`config.mk`:
```
export PLATFORM = sky130hd
export DESIGN_NAME = iopab_port
export DESIGN_NICKNAME = d
export VERILOG_FILES = /design/src/inc/iopab_pkg.sv /design/src/logic/iopab_port.sv /design/src/logic/iopab_sync.sv /design/src/logic/iopab_pin_cell.sv
export SDC_FILE = /design/constraint.sdc
export NUM_CORES = 1
export LEC_CHECK = 0
export BUFFER_PORTS_ARGS = -buffer_cell sky130_fd_sc_hd__buf_2
export CAP_MARGIN = 30
export CELL_PAD_IN_SITES_DETAIL_PLACEMENT = 1
export CELL_PAD_IN_SITES_GLOBAL_PLACEMENT = 2
export CORE_ASPECT_RATIO = 2
export CORE_MARGIN = 3
export CORE_UTILIZATION = 37
export DETAILED_ROUTE_END_ITERATION = 10
export GPL_ROUTABILITY_DRIVEN = 0
export PLACE_DENSITY = 0.86
export SETUP_SLACK_MARGIN = 0.15
export SLEW_MARGIN = 20
export SYNTH_ARGS = -nofsm -noshare
export SYNTH_HDL_FRONTEND = slang
export SYNTH_HIERARCHICAL = 1
export SYNTH_SLANG_ARGS = --single-unit
```
`constraint.sdc`:
```
create_clock -name clk_sys -period 1.9 [get_ports clk_sys]
set_clock_uncertainty 0.05 [all_clocks]
set_input_delay 0.095 -clock clk_sys [delete_from_list [all_inputs] [get_ports clk_sys]]
set_output_delay 0.095 -clock clk_sys [all_outputs]
set_load 0.1 [all_outputs]
```
`src/inc/iopab_pkg.sv`:
```
// Shared constants and types for the port A and port B pin control block.
package iopab_pkg;

	localparam int unsigned DATA_W  = 8;
	localparam int unsigned ADDR_W  = 3;
	localparam int unsigned PA_PINS = 4;
	localparam int unsigned PB_PINS = 8;

	// Register offsets on the plain register port.
	localparam logic [ADDR_W-1:0] OFS_PA_DIRECTION   = 3'h0;
	localparam logic [ADDR_W-1:0] OFS_PA_OUTPUT_DATA = 3'h1;
	localparam logic [ADDR_W-1:0] OFS_PA_PIN_STATE   = 3'h2;
	localparam logic [ADDR_W-1:0] OFS_PA_PULLUP_CTRL = 3'h3;
	localparam logic [ADDR_W-1:0] OFS_PA_OUTPUT_TYPE = 3'h4;
	localparam logic [ADDR_W-1:0] OFS_PB_DIRECTION   = 3'h5;
	localparam logic [ADDR_W-1:0] OFS_PB_OUTPUT_DATA = 3'h6;
	localparam logic [ADDR_W-1:0] OFS_PB_PIN_STATE   = 3'h7;

	// Values after reset.
	localparam logic [PA_PINS-1:0] RST_PA_NIBBLE = 4'h0;
	localparam logic [DATA_W-1:0]  RST_BYTE      = 8'h00;

	// Value returned for reserved bits and for write-only registers.
	localparam logic [DATA_W-1:0]  READ_UNDEF    = 8'h00;

	// Level shown to the serial and shutdown blocks when a pin is not theirs.
	localparam logic               IDLE_LEVEL    = 1'b1;

	// Pin A3 function choice, in priority order.
	typedef enum logic [1:0] {
		IOPAB_A3_GPIO     = 2'b00,
		IOPAB_A3_SCLK_OUT = 2'b01,
		IOPAB_A3_SCLK_IN  = 2'b10,
		IOPAB_A3_SHUTDOWN = 2'b11
	} iopab_a3_fn_e;

endpackage : iopab_pkg

```
`src/logic/iopab_port.sv`:
```
// Port A output type and pin functions, port B direction, data and readback.
`timescale 1ns/1ns
module iopab_port #(
	parameter int unsigned PB_W = iopab_pkg::PB_PINS
) (
	input  wire logic                          clk_sys,
	input  wire logic                          nrst,
	input  wire logic [iopab_pkg::ADDR_W-1:0]  reg_addr,
	input  wire logic [iopab_pkg::DATA_W-1:0]  reg_wdata,
	input  wire logic                          reg_wr,
	input  wire logic                          reg_rd,
	output logic      [iopab_pkg::DATA_W-1:0]  reg_rdata,
	input  wire logic [iopab_pkg::PA_PINS-1:0] pa_in,
	output logic      [iopab_pkg::PA_PINS-1:0] pa_out,
	output logic      [iopab_pkg::PA_PINS-1:0] pa_oe,
	output logic      [iopab_pkg::PA_PINS-1:0] pa_pullup,
	input  wire logic [PB_W-1:0]               pb_in,
	output logic      [PB_W-1:0]               pb_out,
	output logic      [PB_W-1:0]               pb_oe,
	input  wire logic [iopab_pkg::PA_PINS-1:0] shutdown_in_enable,
	input  wire logic                          clock_pin_mode_hi,
	input  wire logic                          clock_pin_mode_lo,
	input  wire logic                          serial2_sync_mode,
	input  wire logic                          rx_path_on,
	input  wire logic                          tx_path_on,
	input  wire logic                          serial2_clock_out,
	input  wire logic                          serial2_tx_data,
	output logic                               serial2_clock_in,
	output logic                               serial2_rx_data,
	output logic      [iopab_pkg::PA_PINS-1:0] shutdown_in
);
	import iopab_pkg::*;

	if (PB_W == 0 || PB_W > DATA_W) begin : g_bad_width
		$error("Port B width must be between 1 and the register width.");
	end

	typedef struct packed {
		logic [PA_PINS-1:0] pa_dir;
		logic [PA_PINS-1:0] pa_data;
		logic [PA_PINS-1:0] pa_pcr;
		logic [PA_PINS-1:0] pa_type;
		logic [PB_W-1:0]    pb_dir;
		logic [PB_W-1:0]    pb_data;
		logic [DATA_W-1:0]  rdata;
		logic [PA_PINS-1:0] pa_out;
		logic [PA_PINS-1:0] pa_oe;
		logic [PA_PINS-1:0] pa_pu;
		logic [PB_W-1:0]    pb_out;
		logic [PB_W-1:0]    pb_oe;
		logic               sclk_in;
		logic               rx_data;
		logic [PA_PINS-1:0] sd_level;
	} iopab_state_s;

	iopab_state_s state_reg;
	iopab_state_s state_next;

	logic [PA_PINS-1:0] pa_pin;
	logic [PB_W-1:0]    pb_pin;
	iopab_a3_fn_e       a3_fn;
	logic [PA_PINS-1:0] pa_is_out;
	logic [PA_PINS-1:0] pa_val;
	logic [PA_PINS-1:0] pa_cell_out;
	logic [PA_PINS-1:0] pa_cell_oe;
	logic [PA_PINS-1:0] pa_cell_pu;
	logic [PB_W-1:0]    pb_cell_out;
	logic [PB_W-1:0]    pb_cell_oe;

	// Readback mixes stored data for outputs and pin levels for inputs.
	function automatic logic [DATA_W-1:0] iopab_readback(
		input logic [DATA_W-1:0] data,
		input logic [DATA_W-1:0] dir,
		input logic [DATA_W-1:0] pin
	);
		return (data & dir) | (pin & ~dir);
	endfunction : iopab_readback

	iopab_sync #(
		.W (PA_PINS)
	) u_sync_pa (
		.clk_sys (clk_sys),
		.nrst    (nrst),
		.d       (pa_in),
		.q       (pa_pin)
	);

	iopab_sync #(
		.W (PB_W)
	) u_sync_pb (
		.clk_sys (clk_sys),
		.nrst    (nrst),
		.d       (pb_in),
		.q       (pb_pin)
	);

	// Mode inputs come from logic on this clock and are used as levels each cycle.
	always_comb begin
		if (shutdown_in_enable[3]) begin
			a3_fn = IOPAB_A3_SHUTDOWN;
		end else if (clock_pin_mode_hi) begin
			a3_fn = IOPAB_A3_SCLK_IN;
		end else if (serial2_sync_mode || clock_pin_mode_lo) begin
			a3_fn = IOPAB_A3_SCLK_OUT;
		end else begin
			a3_fn = IOPAB_A3_GPIO;
		end
	end

	always_comb begin
		case (a3_fn)
			IOPAB_A3_SHUTDOWN: begin
				pa_is_out[3] = 1'b0;
				pa_val[3]    = state_reg.pa_data[3];
			end
			IOPAB_A3_SCLK_IN: begin
				pa_is_out[3] = 1'b0;
				pa_val[3]    = state_reg.pa_data[3];
			end
			IOPAB_A3_SCLK_OUT: begin
				pa_is_out[3] = 1'b1;
				pa_val[3]    = serial2_clock_out;
			end
			default: begin
				pa_is_out[3] = state_reg.pa_dir[3];
				pa_val[3]    = state_reg.pa_data[3];
			end
		endcase
		// Pin A2 never drives for the serial channel, only receives.
		pa_is_out[2] = !shutdown_in_enable[2] && !rx_path_on && state_reg.pa_dir[2];
		pa_val[2]    = state_reg.pa_data[2];
		if (shutdown_in_enable[1]) begin
			pa_is_out[1] = 1'b0;
			pa_val[1]    = state_reg.pa_data[1];
		end else if (tx_path_on) begin
			pa_is_out[1] = 1'b1;
			pa_val[1]    = serial2_tx_data;
		end else begin
			pa_is_out[1] = state_reg.pa_dir[1];
			pa_val[1]    = state_reg.pa_data[1];
		end
		pa_is_out[0] = !shutdown_in_enable[0] && state_reg.pa_dir[0];
		pa_val[0]    = state_reg.pa_data[0];
	end

	for (genvar i = 0; i < PA_PINS; i++) begin : g_pa_cell
		iopab_pin_cell u_cell (
			.is_output  (pa_is_out[i]),
			.data       (pa_val[i]),
			.open_drain (state_reg.pa_type[i]),
			.pullup_req (state_reg.pa_pcr[i]),
			.pin_out    (pa_cell_out[i]),
			.pin_oe     (pa_cell_oe[i]),
			.pullup_on  (pa_cell_pu[i])
		);
	end

	// Port B output type and pull-up live elsewhere, so the cells run push-pull here.
	for (genvar i = 0; i < PB_W; i++) begin : g_pb_cell
		iopab_pin_cell u_cell (
			.is_output  (state_reg.pb_dir[i]),
			.data       (state_reg.pb_data[i]),
			.open_drain (1'b0),
			.pullup_req (1'b0),
			.pin_out    (pb_cell_out[i]),
			.pin_oe     (pb_cell_oe[i]),
			.pullup_on  ()
		);
	end

	always_comb begin
		state_next = state_reg;
		if (reg_wr) begin
			if (reg_addr == OFS_PA_DIRECTION) begin
				state_next.pa_dir = reg_wdata[PA_PINS-1:0];
			end else if (reg_addr == OFS_PA_OUTPUT_DATA) begin
				state_next.pa_data = reg_wdata[PA_PINS-1:0];
			end else if (reg_addr == OFS_PA_PULLUP_CTRL) begin
				state_next.pa_pcr = reg_wdata[PA_PINS-1:0];
			end else if (reg_addr == OFS_PA_OUTPUT_TYPE) begin
				state_next.pa_type = reg_wdata[PA_PINS-1:0];
			end else if (reg_addr == OFS_PB_DIRECTION) begin
				state_next.pb_dir = reg_wdata[PB_W-1:0];
			end else if (reg_addr == OFS_PB_OUTPUT_DATA) begin
				state_next.pb_data = reg_wdata[PB_W-1:0];
			end
			// Writes to either pin-state offset are dropped.
		end
		// Read data stands for one cycle only and is zero otherwise.
		state_next.rdata = READ_UNDEF;
		if (reg_rd) begin
			if (reg_addr == OFS_PA_OUTPUT_DATA) begin
				state_next.rdata = DATA_W'(state_reg.pa_data);
			end else if (reg_addr == OFS_PA_PIN_STATE) begin
				state_next.rdata = iopab_readback(DATA_W'(state_reg.pa_data),
					DATA_W'(state_reg.pa_dir), DATA_W'(pa_pin));
			end else if (reg_addr == OFS_PA_PULLUP_CTRL) begin
				state_next.rdata = DATA_W'(state_reg.pa_pcr);
			end else if (reg_addr == OFS_PA_OUTPUT_TYPE) begin
				state_next.rdata = DATA_W'(state_reg.pa_type);
			end else if (reg_addr == OFS_PB_OUTPUT_DATA) begin
				state_next.rdata = DATA_W'(state_reg.pb_data);
			end else if (reg_addr == OFS_PB_PIN_STATE) begin
				state_next.rdata = iopab_readback(DATA_W'(state_reg.pb_data),
					DATA_W'(state_reg.pb_dir), DATA_W'(pb_pin));
			end else begin
				state_next.rdata = READ_UNDEF;
			end
		end
		state_next.pa_out  = pa_cell_out;
		state_next.pa_oe   = pa_cell_oe;
		state_next.pa_pu   = pa_cell_pu;
		state_next.pb_out  = pb_cell_out;
		state_next.pb_oe   = pb_cell_oe;
		state_next.sclk_in = (a3_fn == IOPAB_A3_SCLK_IN) ? pa_pin[3] : IDLE_LEVEL;
		state_next.rx_data = (!shutdown_in_enable[2] && rx_path_on) ? pa_pin[2] : IDLE_LEVEL;
		for (int i = 0; i < PA_PINS; i++) begin
			state_next.sd_level[i] = shutdown_in_enable[i] ? pa_pin[i] : IDLE_LEVEL;
		end
	end

	// Reset leaves every pin an undriven input until software sets a direction, except A1 and A3 when a serial mode drives them.
	always_ff @(posedge clk_sys or negedge nrst) begin
		if (!nrst) begin
			state_reg         <= '0;
			state_reg.pa_dir  <= RST_PA_NIBBLE;
			state_reg.pa_type <= RST_PA_NIBBLE;
			state_reg.pb_dir  <= PB_W'(RST_BYTE);
			state_reg.pb_data <= PB_W'(RST_BYTE);
		end else begin
			state_reg <= state_next;
		end
	end

	assign reg_rdata        = state_reg.rdata;
	assign pa_out           = state_reg.pa_out;
	assign pa_oe            = state_reg.pa_oe;
	assign pa_pullup        = state_reg.pa_pu;
	assign pb_out           = state_reg.pb_out;
	assign pb_oe            = state_reg.pb_oe;
	assign serial2_clock_in = state_reg.sclk_in;
	assign serial2_rx_data  = state_reg.rx_data;
	assign shutdown_in      = state_reg.sd_level;

	a_pb_dir_drive: assert property (@(posedge clk_sys) disable iff (!nrst)
		reg_wr && reg_addr == OFS_PB_DIRECTION |=> ##1 pb_oe == $past(reg_wdata[PB_W-1:0], 2))
		else $error("Port B enables do not follow the written direction.");

	a_pb_data_drive: assert property (@(posedge clk_sys) disable iff (!nrst)
		reg_wr && reg_addr == OFS_PB_OUTPUT_DATA |=> ##1 pb_out == $past(reg_wdata[PB_W-1:0], 2))
		else $error("Port B pins do not follow the written data.");

	a_pb_dir_hidden: assert property (@(posedge clk_sys) disable iff (!nrst)
		reg_rd && reg_addr == OFS_PB_DIRECTION |=> reg_rdata == READ_UNDEF)
		else $error("Port B direction read shows a stored value.");

	a_pb_state_read: assert property (@(posedge clk_sys) disable iff (!nrst)
		reg_rd && reg_addr == OFS_PB_PIN_STATE |=> reg_rdata[PB_W-1:0] ==
		$past((state_reg.pb_data & state_reg.pb_dir) | (pb_pin & ~state_reg.pb_dir)))
		else $error("Port B pin state read returns the wrong mix.");

	a_pb_state_wr: assert property (@(posedge clk_sys) disable iff (!nrst)
		reg_wr && reg_addr == OFS_PB_PIN_STATE |=> $stable(state_reg.pb_data)
		&& $stable(state_reg.pb_dir))
		else $error("Write to port B pin state changed a register.");

	a_pa_type_read: assert property (@(posedge clk_sys) disable iff (!nrst)
		reg_rd && reg_addr == OFS_PA_OUTPUT_TYPE |=> reg_rdata[DATA_W-1:PA_PINS] == '0)
		else $error("Reserved output type bits read nonzero.");

	a_pa_open_drain: assert property (@(posedge clk_sys) disable iff (!nrst)
		state_reg.pa_type[0] && pa_is_out[0] |=> !pa_out[0] && !pa_pullup[0]
		&& pa_oe[0] == !$past(pa_val[0]))
		else $error("Open-drain pin A0 drives high or keeps its pull-up.");

	a_pa_push_pull: assert property (@(posedge clk_sys) disable iff (!nrst)
		!state_reg.pa_type[1] && pa_is_out[1] |=> pa_oe[1] && pa_out[1] == $past(pa_val[1]))
		else $error("Push-pull pin A1 is not driven.");

	a_pa3_shutdown: assert property (@(posedge clk_sys) disable iff (!nrst)
		shutdown_in_enable[3] |=> !pa_oe[3] && shutdown_in[3] == $past(pa_pin[3]))
		else $error("Pin A3 drives while it is a shutdown input.");

	a_pa3_clock_out: assert property (@(posedge clk_sys) disable iff (!nrst)
		!shutdown_in_enable[3] && !clock_pin_mode_hi && clock_pin_mode_lo
		&& !state_reg.pa_type[3] |=> pa_oe[3] && pa_out[3] == $past(serial2_clock_out))
		else $error("Pin A3 does not carry the serial clock out.");

	a_pa_pullup_on: assert property (@(posedge clk_sys) disable iff (!nrst)
		state_reg.pa_pcr[0] && !pa_is_out[0] |=> pa_pullup[0])
		else $error("Input pin A0 lacks its requested pull-up.");

	a_pa2_rx_input: assert property (@(posedge clk_sys) disable iff (!nrst)
		!shutdown_in_enable[2] && rx_path_on
		|=> !pa_oe[2] && serial2_rx_data == $past(pa_pin[2]))
		else $error("Pin A2 drives or loses its level while the receiver owns it.");

	a_pa1_tx_drive: assert property (@(posedge clk_sys) disable iff (!nrst)
		!shutdown_in_enable[1] && tx_path_on && !state_reg.pa_type[1]
		|=> pa_oe[1] && pa_out[1] == $past(serial2_tx_data))
		else $error("Pin A1 does not carry the transmit data.");

	a_pa0_shutdown: assert property (@(posedge clk_sys) disable iff (!nrst)
		shutdown_in_enable[0]
		|=> !pa_oe[0] && shutdown_in[0] == $past(pa_pin[0]))
		else $error("Pin A0 drives while it is a shutdown input.");

	a_pa3_clock_in: assert property (@(posedge clk_sys) disable iff (!nrst)
		!shutdown_in_enable[3] && clock_pin_mode_hi
		|=> !pa_oe[3] && serial2_clock_in == $past(pa_pin[3]))
		else $error("Pin A3 does not pass the serial clock in.");

	a_pa_state_read: assert property (@(posedge clk_sys) disable iff (!nrst)
		reg_rd && reg_addr == OFS_PA_PIN_STATE |=> reg_rdata[DATA_W-1:PA_PINS] == '0
		&& reg_rdata[2] == $past(state_reg.pa_dir[2] ? state_reg.pa_data[2] : pa_pin[2]))
		else $error("Port A pin state read returns the wrong level.");

	c_pb_state_read: cover property (@(posedge clk_sys) disable iff (!nrst)
		reg_rd && reg_addr == OFS_PB_PIN_STATE && state_reg.pb_dir != '0);
	c_pa3_clock_out: cover property (@(posedge clk_sys) disable iff (!nrst)
		a3_fn == IOPAB_A3_SCLK_OUT ##1 pa_oe[3]);
	c_pa_open_drain: cover property (@(posedge clk_sys) disable iff (!nrst)
		state_reg.pa_type[0] && pa_is_out[0] && pa_val[0]);
	c_pa1_tx: cover property (@(posedge clk_sys) disable iff (!nrst)
		tx_path_on && !shutdown_in_enable[1]);

endmodule : iopab_port

```
`src/logic/iopab_sync.sv`:
```
// Two-flop synchroniser for pin levels entering the system clock domain.
`timescale 1ns/1ns
module iopab_sync #(
	parameter int unsigned W = 8
) (
	input  wire logic         clk_sys,
	input  wire logic         nrst,
	input  wire logic [W-1:0] d,
	output logic      [W-1:0] q
);
	import iopab_pkg::*;

	typedef struct packed {
		logic [W-1:0] stage1;
		logic [W-1:0] stage2;
	} iopab_sync_s;

	iopab_sync_s sync_reg;
	iopab_sync_s sync_next;

	// The first stage feeds only the second, so metastability never reaches logic.
	always_comb begin
		sync_next        = sync_reg;
		sync_next.stage1 = d;
		sync_next.stage2 = sync_reg.stage1;
	end

	always_ff @(posedge clk_sys or negedge nrst) begin
		if (!nrst) begin
			sync_reg <= '0;
		end else begin
			sync_reg <= sync_next;
		end
	end

	assign q = sync_reg.stage2;

endmodule : iopab_sync

```
`src/logic/iopab_pin_cell.sv`:
```
// Output driver and pull-up decision for one pin.
`timescale 1ns/1ns
module iopab_pin_cell (
	input  wire logic is_output,
	input  wire logic data,
	input  wire logic open_drain,
	input  wire logic pullup_req,
	output logic      pin_out,
	output logic      pin_oe,
	output logic      pullup_on
);
	import iopab_pkg::*;

	always_comb begin
		// Open drain pulls low for 0 and lets go for 1; push-pull always drives.
		pin_out   = open_drain ? 1'b0 : data;
		pin_oe    = is_output && (!open_drain || !data);
		// A pull-up only serves an input pin, so an open-drain output has it off.
		pullup_on = !is_output && pullup_req;
	end

endmodule : iopab_pin_cell

```
**Yosys cells after proc, flatten, opt, wreduce, memory -nomap -nowiden**

Index checks and enable logic that the tools add are counted.

- Eq/ne operators: 10
- Mux-type cells: 26
- Reductions and logical operators: 40
- Bitwise logic cells: 13

Operator list:

| kind | count |
|---|---|
| $mux W8 | 7 |
| $and A8 B8 Y8 | 2 |
| $mux W1 | 16 |
| $logic_not A1 Y1 | 15 |
| $eq A3 B3 Y1 const B | 4 |
| $logic_and A1 B1 Y1 | 12 |
| $and A4 B8 Y8 | 1 |
| $not A4 Y8 | 1 |
| $not A8 Y8 | 1 |
| $or A4 B8 Y8 | 1 |
| $or A8 B8 Y8 | 1 |
| $reduce_and A7 Y1 | 1 |
| $eq A3 B2 Y1 const B | 2 |
| $reduce_and A6 Y1 | 1 |
| $logic_or A1 B1 Y1 | 5 |
| $not A1 Y1 | 5 |
| $reduce_and A5 Y1 | 1 |
| $and A4 B4 Y4 | 1 |
| $eq A2 B2 Y1 const B | 2 |
| $mux W2 | 2 |
| $reduce_and A4 Y1 | 1 |
| $eq A3 B1 Y1 const B | 1 |
| $logic_not A3 Y1 | 1 |
| $reduce_and A3 Y1 | 1 |
| other kinds (4) | 4 |

- Input bits: 38
- Word-level logic and storage cells: 108
- Output and inout bits: 42
- Bits in registers: 98

**Logic depth before layout (Yosys ltp)**

Gate-level depths: netlist of the first run.

- Word-level depth: 10
- Mapped depth: 5
- Gate-level depth less buffers: 4

**Hierarchy**

Netlist of the first run, hierarchy kept.

Modules (own cells, without submodules):

| module | cells an instance | seq. area each (um^2) | area an instance (um^2) | instances |
|---|---|---|---|---|
| iopab_port | 238 | 1851.8 | 3123.0 | 1 |
| iopab_sync (u_sync_pb) | 16 | 400.4 | 400.4 | 1 |
| iopab_pin_cell | 3 | 0.0 | 26.3 | 12 |
| iopab_sync (u_sync_pa) | 8 | 200.2 | 200.2 | 1 |

**Worst setup path before layout of the first run**

Ideal clock, no wire load.

- Kind: register to register
- From: reg state_reg[50] in the netlist's numbering
- To: reg state_reg (netlist bit reg_rdata[0])
- Cell stages (with the launch flop): 5
- Period minus slack after synthesis: 1.354 ns
- Arrival: 1.173 ns
- Setup time: 0.131 ns
- Data required time: 1.719 ns
- Path buffers: 0
- Path slack: 0.546 ns
- Cells stage by stage: dfrtp_1 nor2b_1 mux2_2 a221oi_1 o32ai_1

RTL lines:

| item | RTL line | text |
|---|---|---|
| start, declared | iopab_port.sv:56 | `iopab_state_s state_reg;` |
| start signal, assigned | iopab_port.sv:231 | `state_reg <= state_next;` |

==> results.toml, run 1 <==
[power_and_ir_drop]
leakage_nw = 2.285
pwr-share-seq_pct = 42.8
swShare_pct = 36.07
p_comb_share_pct = 27.9
pwr-share-clk_pct = 29.3
p_switching_w = 0.002188
ir_worst_vdd_mv = 0.5883
power_density_mw_per_mm2 = 1242
power.internal_w = 0.003879

[floorplan]
num_io_pins = 80
initial_core_util_pct = 37.83
die_w_um = 79.42
core_mm2 = 0.01054
die_h_um = 152.8
dieArea_mm2 = 0.01214
rows = 53

[timing]
holdWs_ns = 0.02879
tightest_slew_ns = 0.5323
setup_viol = 0
slew_headroom_pct = 64.52
maxSlewViolCount = 0
period_minus_slack_ns = 1.435
finalCritPeriodShare_pct = 75.55
rsz0062_at_grt = "no"
finalHoldViolations = 0
tns_ns = 0
fmax_mhz = 696.6

[setup_path]
cp.required_ns = 2.06
rr_startpoint = "state_reg[52]"
end_kind = "flip-flop"
rr_worst_depth = 4
r2r-end = "reg_rdata[2]"
cp_max_fo = 3
start_kind = "flip-flop"
crit_chain = "nor2b_1, mux2_2, a221oi_1, o32ai_1"
cp_slowest_stage_delay_ns = 0.38
slowest_stage = "dfrtp_1"
worstSetupEndpoint = "reg_rdata[2]"
r2r_setup_slack_ns = 0.46
critical_path_class = "flip-flop to flip-flop"
critPathLaunch = "state_reg[52]"
crit_arrival_ns = 1.59

[grt]
grt.overflow.total = 0
grt_pass1_wl_um = 14130
grt_max_degree = 39
grt_pass1_vias = 2744
grt_usage_pct = 15.61
antenna_found_initial = 0

[layout]
largest_reg_flops = 30
post-route-util_pct = 46.32
final_cell_mix = "dfrtp_1 (98), buf_2 (78), mux2_2 (38)"
fin_nets = 418
fill_cells = 1113
layout_commonest_cell = "dfrtp_1"
multi_input_area_mm2 = 0.001252
drive_gt1_share_pct = 43.49
area.sequential_mm2 = 0.002452
final_area_mm2 = 0.004883
syn_to_final_growth_pct = 22.43
diodes = 0

[detailed_routing]
via_per_inst = 4.655
drtPass1Iterations = 4
drc = 0
drtIter0Drc = 67
ant_nets = 0
dr_total_vias = 2425
routed_wl_um = 8696
wl_per_cell_um = 16.69

[clocking]
path_clk_slew_ns = 0.06
cts_setup_buffers = 0
clkLatencyLatePin_ns = 0.33
tritoncts = "done"
clock_sinks = 98
cts_buffer_depth = 2
cts_root_buf = "clkbuf_16"
cts_max_level = 3
numCtsBuffers = 9

[placed_design]
placed_area_mm2 = 0.004339
place_hpwl_um = 6374
port_buffers = 79

[synth]
synthesis.area_mm2 = 0.003989
ys.warnings.count = 6
postSynthCellCount = 290
syn_avg_cell_area_um2 = 13.75

[outcome]
outcome = "complete, no violations"

[hold_path]
hp-class = "input pin to flip-flop"

[job]
maxCapViolations = 0
[routing by layer]
layer	share of wire (%)	GRT usage [%]	routed length (um)	up-vias
li1	-	-	-	1106
met1	34	15.63	2949	1250
met2	59	29.64	5170	53
met3	4.0	3.420	345	16
met4	2.7	6.639	231	0
met5	0	0	0	-
[timing repair]
action | CTS | global route
hold buffers | 25 | 0
gates resized for setup | 0 | 0
endpoints found under the hold margin | 61 | 0
[how the worst min path moves through the flow]
stage	slack (ns)	to	start	cells after the start
finish	0.03	pa_oe[1]	serial2_tx_data	3
global route	0.03	state_reg[61]	reg_wdata[3]	2
CTS	0.02	state_reg[67]	reg_wdata[1]	2
detailed placement	0.06	pb_out[0]	nrst	1
global placement	0.06	u_sync_pb/q[0]	nrst	1
floorplan	-0.25	pa_oe[0]	nrst	0
[area by class of cell]
type / count / share of cell area, %
clock buffers: 10 / 4.894
clock inverters: 5 / 1.127
repair buffers: 111 / 14.60
multi-input cells: 160 / 25.65
well taps: 137 / 3.510
flip-flops and latches: 98 / 50.22
[metrics by stage]
step / std cells / power, W / worst slack, ns
6_report: 521 / 0.006067 / 0.4645
5_1_grt: 521 / 0.006343 / 0.3601
4_1_cts: 521 / 0.006162 / 0.4546
3_5_place_dp: 481 / 0.004310 / 0.3141
3_3_place_gp: 481 / 0.004260 / 0.3535
2_1_floorplan: 305 / 0.004106 / 0.5623
[critical path: cells and delay by family, from the launching register on]
family	cells	cell delay (ns)
flops	1	0.38
simple gates	1	0.14
compound gates	2	0.40
mux	1	0.35
[power groups by stage]
| stage | Sequential (W) | Combinational, W | Clock, W |
|---|---|---|---|
| 6_report | 0.00260 | 0.00170 | 0.00178 |
| 5_1_grt | 0.00263 | 0.00178 | 0.00193 |
| 4_1_cts | 0.00260 | 0.00172 | 0.00185 |
| 3_5_place_dp | 0.00264 | 0.00167 | 0 |
| 3_3_place_gp | 0.00262 | 0.00164 | 0 |
| 2_1_floorplan | 0.00257 | 0.00153 | 0 |
Note: power is estimated with default switching activity, not from simulation.
==> run 2: changes to the inputs <==
--- a/config.mk
+++ b/config.mk
@@ -5,16 +5,17 @@
 export SDC_FILE = /design/constraint.sdc
 export NUM_CORES = 1
 export LEC_CHECK = 0
+export ABC_AREA = 1
 export BUFFER_PORTS_ARGS = -buffer_cell sky130_fd_sc_hd__buf_2
 export CAP_MARGIN = 30
 export CELL_PAD_IN_SITES_DETAIL_PLACEMENT = 1
 export CELL_PAD_IN_SITES_GLOBAL_PLACEMENT = 2
 export CORE_ASPECT_RATIO = 2
 export CORE_MARGIN = 3
-export CORE_UTILIZATION = 37
+export CORE_UTILIZATION = 34
 export DETAILED_ROUTE_END_ITERATION = 10
 export GPL_ROUTABILITY_DRIVEN = 0
-export PLACE_DENSITY = 0.86
+export PLACE_DENSITY = 0.87
 export SETUP_SLACK_MARGIN = 0.15
 export SLEW_MARGIN = 20
 export SYNTH_ARGS = -nofsm -noshare
==> constraint.sdc (replaced) <==
create_clock -name clk_sys -period 1.4 [get_ports clk_sys]
set_clock_uncertainty 0.05 [all_clocks]
set_input_delay 0.07 -clock clk_sys [delete_from_list [all_inputs] [get_ports clk_sys]]
set_output_delay 0.07 -clock clk_sys [all_outputs]
set_load 0.1 [all_outputs]
==> run 2 against run 1 <==
Register-to-register slack got worse by 0.15 ns. Sequential share of layout area decreased by 1.3 points. Worst hold slack improved by 0.010 ns. Critical path depth decreased by 3. Sequential power increased by 33%. Area after synthesis increased by 0.91%. Setup slack got worse by 0.27 ns. Utilization decreased by 2.5 points. Total power increased by 33%. Non-clock buffer count unchanged. Combinational power increased by 20%. Largest power group unchanged.
==> results.toml, run 2 <==
[timing]
finalCritPeriodShare_pct = 86.43
period_minus_slack_ns = 1.210
maxSlewViolCount = 0
rsz0062_at_grt = "no"
slew_headroom_pct = 56.59
fmax_mhz = 826.5
tns_ns = 0
tightest_slew_ns = 0.6462
finalHoldViolations = 0
finalWorstSetupSlack_ns = 0.1900
setup_viol = 0

[layout]
drive_gt1_share_pct = 27.02
largest_reg_flops = 30
diodes = 0
fill_cells = 1346
area.sequential_mm2 = 0.002452
instances_no_fill = 649
final_cell_mix = "dfrtp_1 (98), nand2_1 (80), buf_2 (64)"
multi_input_area_mm2 = 0.001057
fin_nets = 540
layout_commonest_cell = "dfrtp_1"
syn_to_final_growth_pct = 24.43

[hold_path]
min_path_cells = 3
min_from = "reg_wdata[1]"
hp-class = "input pin to flip-flop"

[setup_path]
slowest_stage = "buf_2"
critical_path_class = "flip-flop to output pin"
rr_startpoint = "state_reg[52]"
r2r_setup_slack_ns = 0.31
end_kind = "output pin"
crit_arrival_ns = 1.09
critPathLaunch = "reg_rdata[1]"
cp_slowest_stage_delay_ns = 0.42
cp_max_fo = 1
path_depth = 1
start_kind = "flip-flop"
rr_worst_depth = 6
crit_chain = "buf_2"
cpLargestDelayFamily = "buffers and inverters"
cp.required_ns = 1.28
worst-path-buf-inv = 1

[synth]
synthesis.area_mm2 = 0.004025
postSynthCellCount = 409
ys.warnings.count = 6
syn_avg_cell_area_um2 = 9.841

[outcome]
outcome = "complete, no violations"

[detailed_routing]
dr_total_vias = 2862
highest_layer = "met4"
wirelength_met1_um = 3298
met2_length_um = 5261
drtPass1Iterations = 4
drtIter0Drc = 66
routed_wl_um = 9124
wl_per_cell_um = 14.06
via_per_inst = 4.410
dr_wl_met3_um = 380
drc = 0
ant_nets = 0

[clocking]
cts_buffer_depth = 2
clkLatencyLatePin_ns = 0.34
tritoncts = "done"
clock_sinks = 98
cts_root_buf = "clkbuf_16"
numCtsBuffers = 9
cts_max_level = 3
cts_setup_buffers = 0
path_clk_slew_ns = 0.07

[power_and_ir_drop]
swShare_pct = 35.69
power_density_mw_per_mm2 = 1617
pwr-share-clk_pct = 32.2
power.total_w = 0.008098
p_comb_share_pct = 25.2
pwr-share-seq_pct = 42.6
power.internal_w = 0.005208
ir_worst_vdd_mv = 0.8214
leakage_nw = 2.573
p_switching_w = 0.002890

[grt]
grt_max_degree = 46
grt_pass1_wl_um = 15370
grt.overflow.total = 0
antenna_found_initial = 0
grt_pass1_vias = 3149
grt_usage_pct = 14.66

[placed_design]
place_hpwl_um = 6832
pre_cts_ws_ns = 0.1005
dp.cells = 608
port_buffers = 79

[job]
maxCapViolations = 0

[floorplan]
initial_core_util_pct = 35.24
core_mm2 = 0.01142
dieArea_mm2 = 0.01326
num_io_pins = 80
rows = 55
die_h_um = 159.9
die_w_um = 82.94
run 2: worst paths after layout:
check                                 end
max in group asynchronous  u_sync_pb/q[5]
min reg2reg                u_sync_pa/q[2]
max                          reg_rdata[1]
min                         state_reg[67]
max reg2reg                  reg_rdata[2]
min in group asynchronous  u_sync_pa/q[1]
run 2: power groups by stage:
stage / Sequential [W] / Combinational [W] / Clock (W)
global placement: 0.00349 / 0.00194 / 0
floorplan: 0.00343 / 0.00177 / 0
CTS: 0.00345 / 0.00205 / 0.00270
finish: 0.00345 / 0.00204 / 0.00261
detailed placement: 0.00350 / 0.00198 / 0
global route: 0.00350 / 0.00219 / 0.00282
run 2: repair_timing:
action | CTS | global route
gates resized for setup | 5 | 9
endpoints found under the hold margin | 136 | 0
hold buffers | 25 | 0
endpoints found under the setup margin | 5 | 9
run 2: area by class of cell:
type	instances	share of cell area (%)
clock buffer	10	4.572
clock inverter	6	1.824
inverter	64	4.796
multi-input combinational	218	21.11
sequential	98	48.96
tap	142	3.547
timing repair buffer	111	15.19
run 2: through the flow:
step | hold WS, ns | cell area (um2) | util, %
after CTS | 0.03849 | 4986 | 43.65
after global placement | -0.08757 | 4403 | 38.54
after floorplan | -0.2756 | 4081 | -
after global routing | 0.06950 | 5009 | 43.84
final | 0.03902 | 5009 | 43.84
after detailed placement | -0.08818 | 4403 | 38.54
run 2: worst min-delay path: stages:
cell and delay [ns]:
buf_2 0.08, inv_1 0.09, o21ai_0 0.16
run 2: metal layers:
layer	vias up	GRT usage, %
met5	-	0
met4	0	6.250
met3	12	3.511
met2	72	27.85
met1	1385	14.89
li1	1393	-
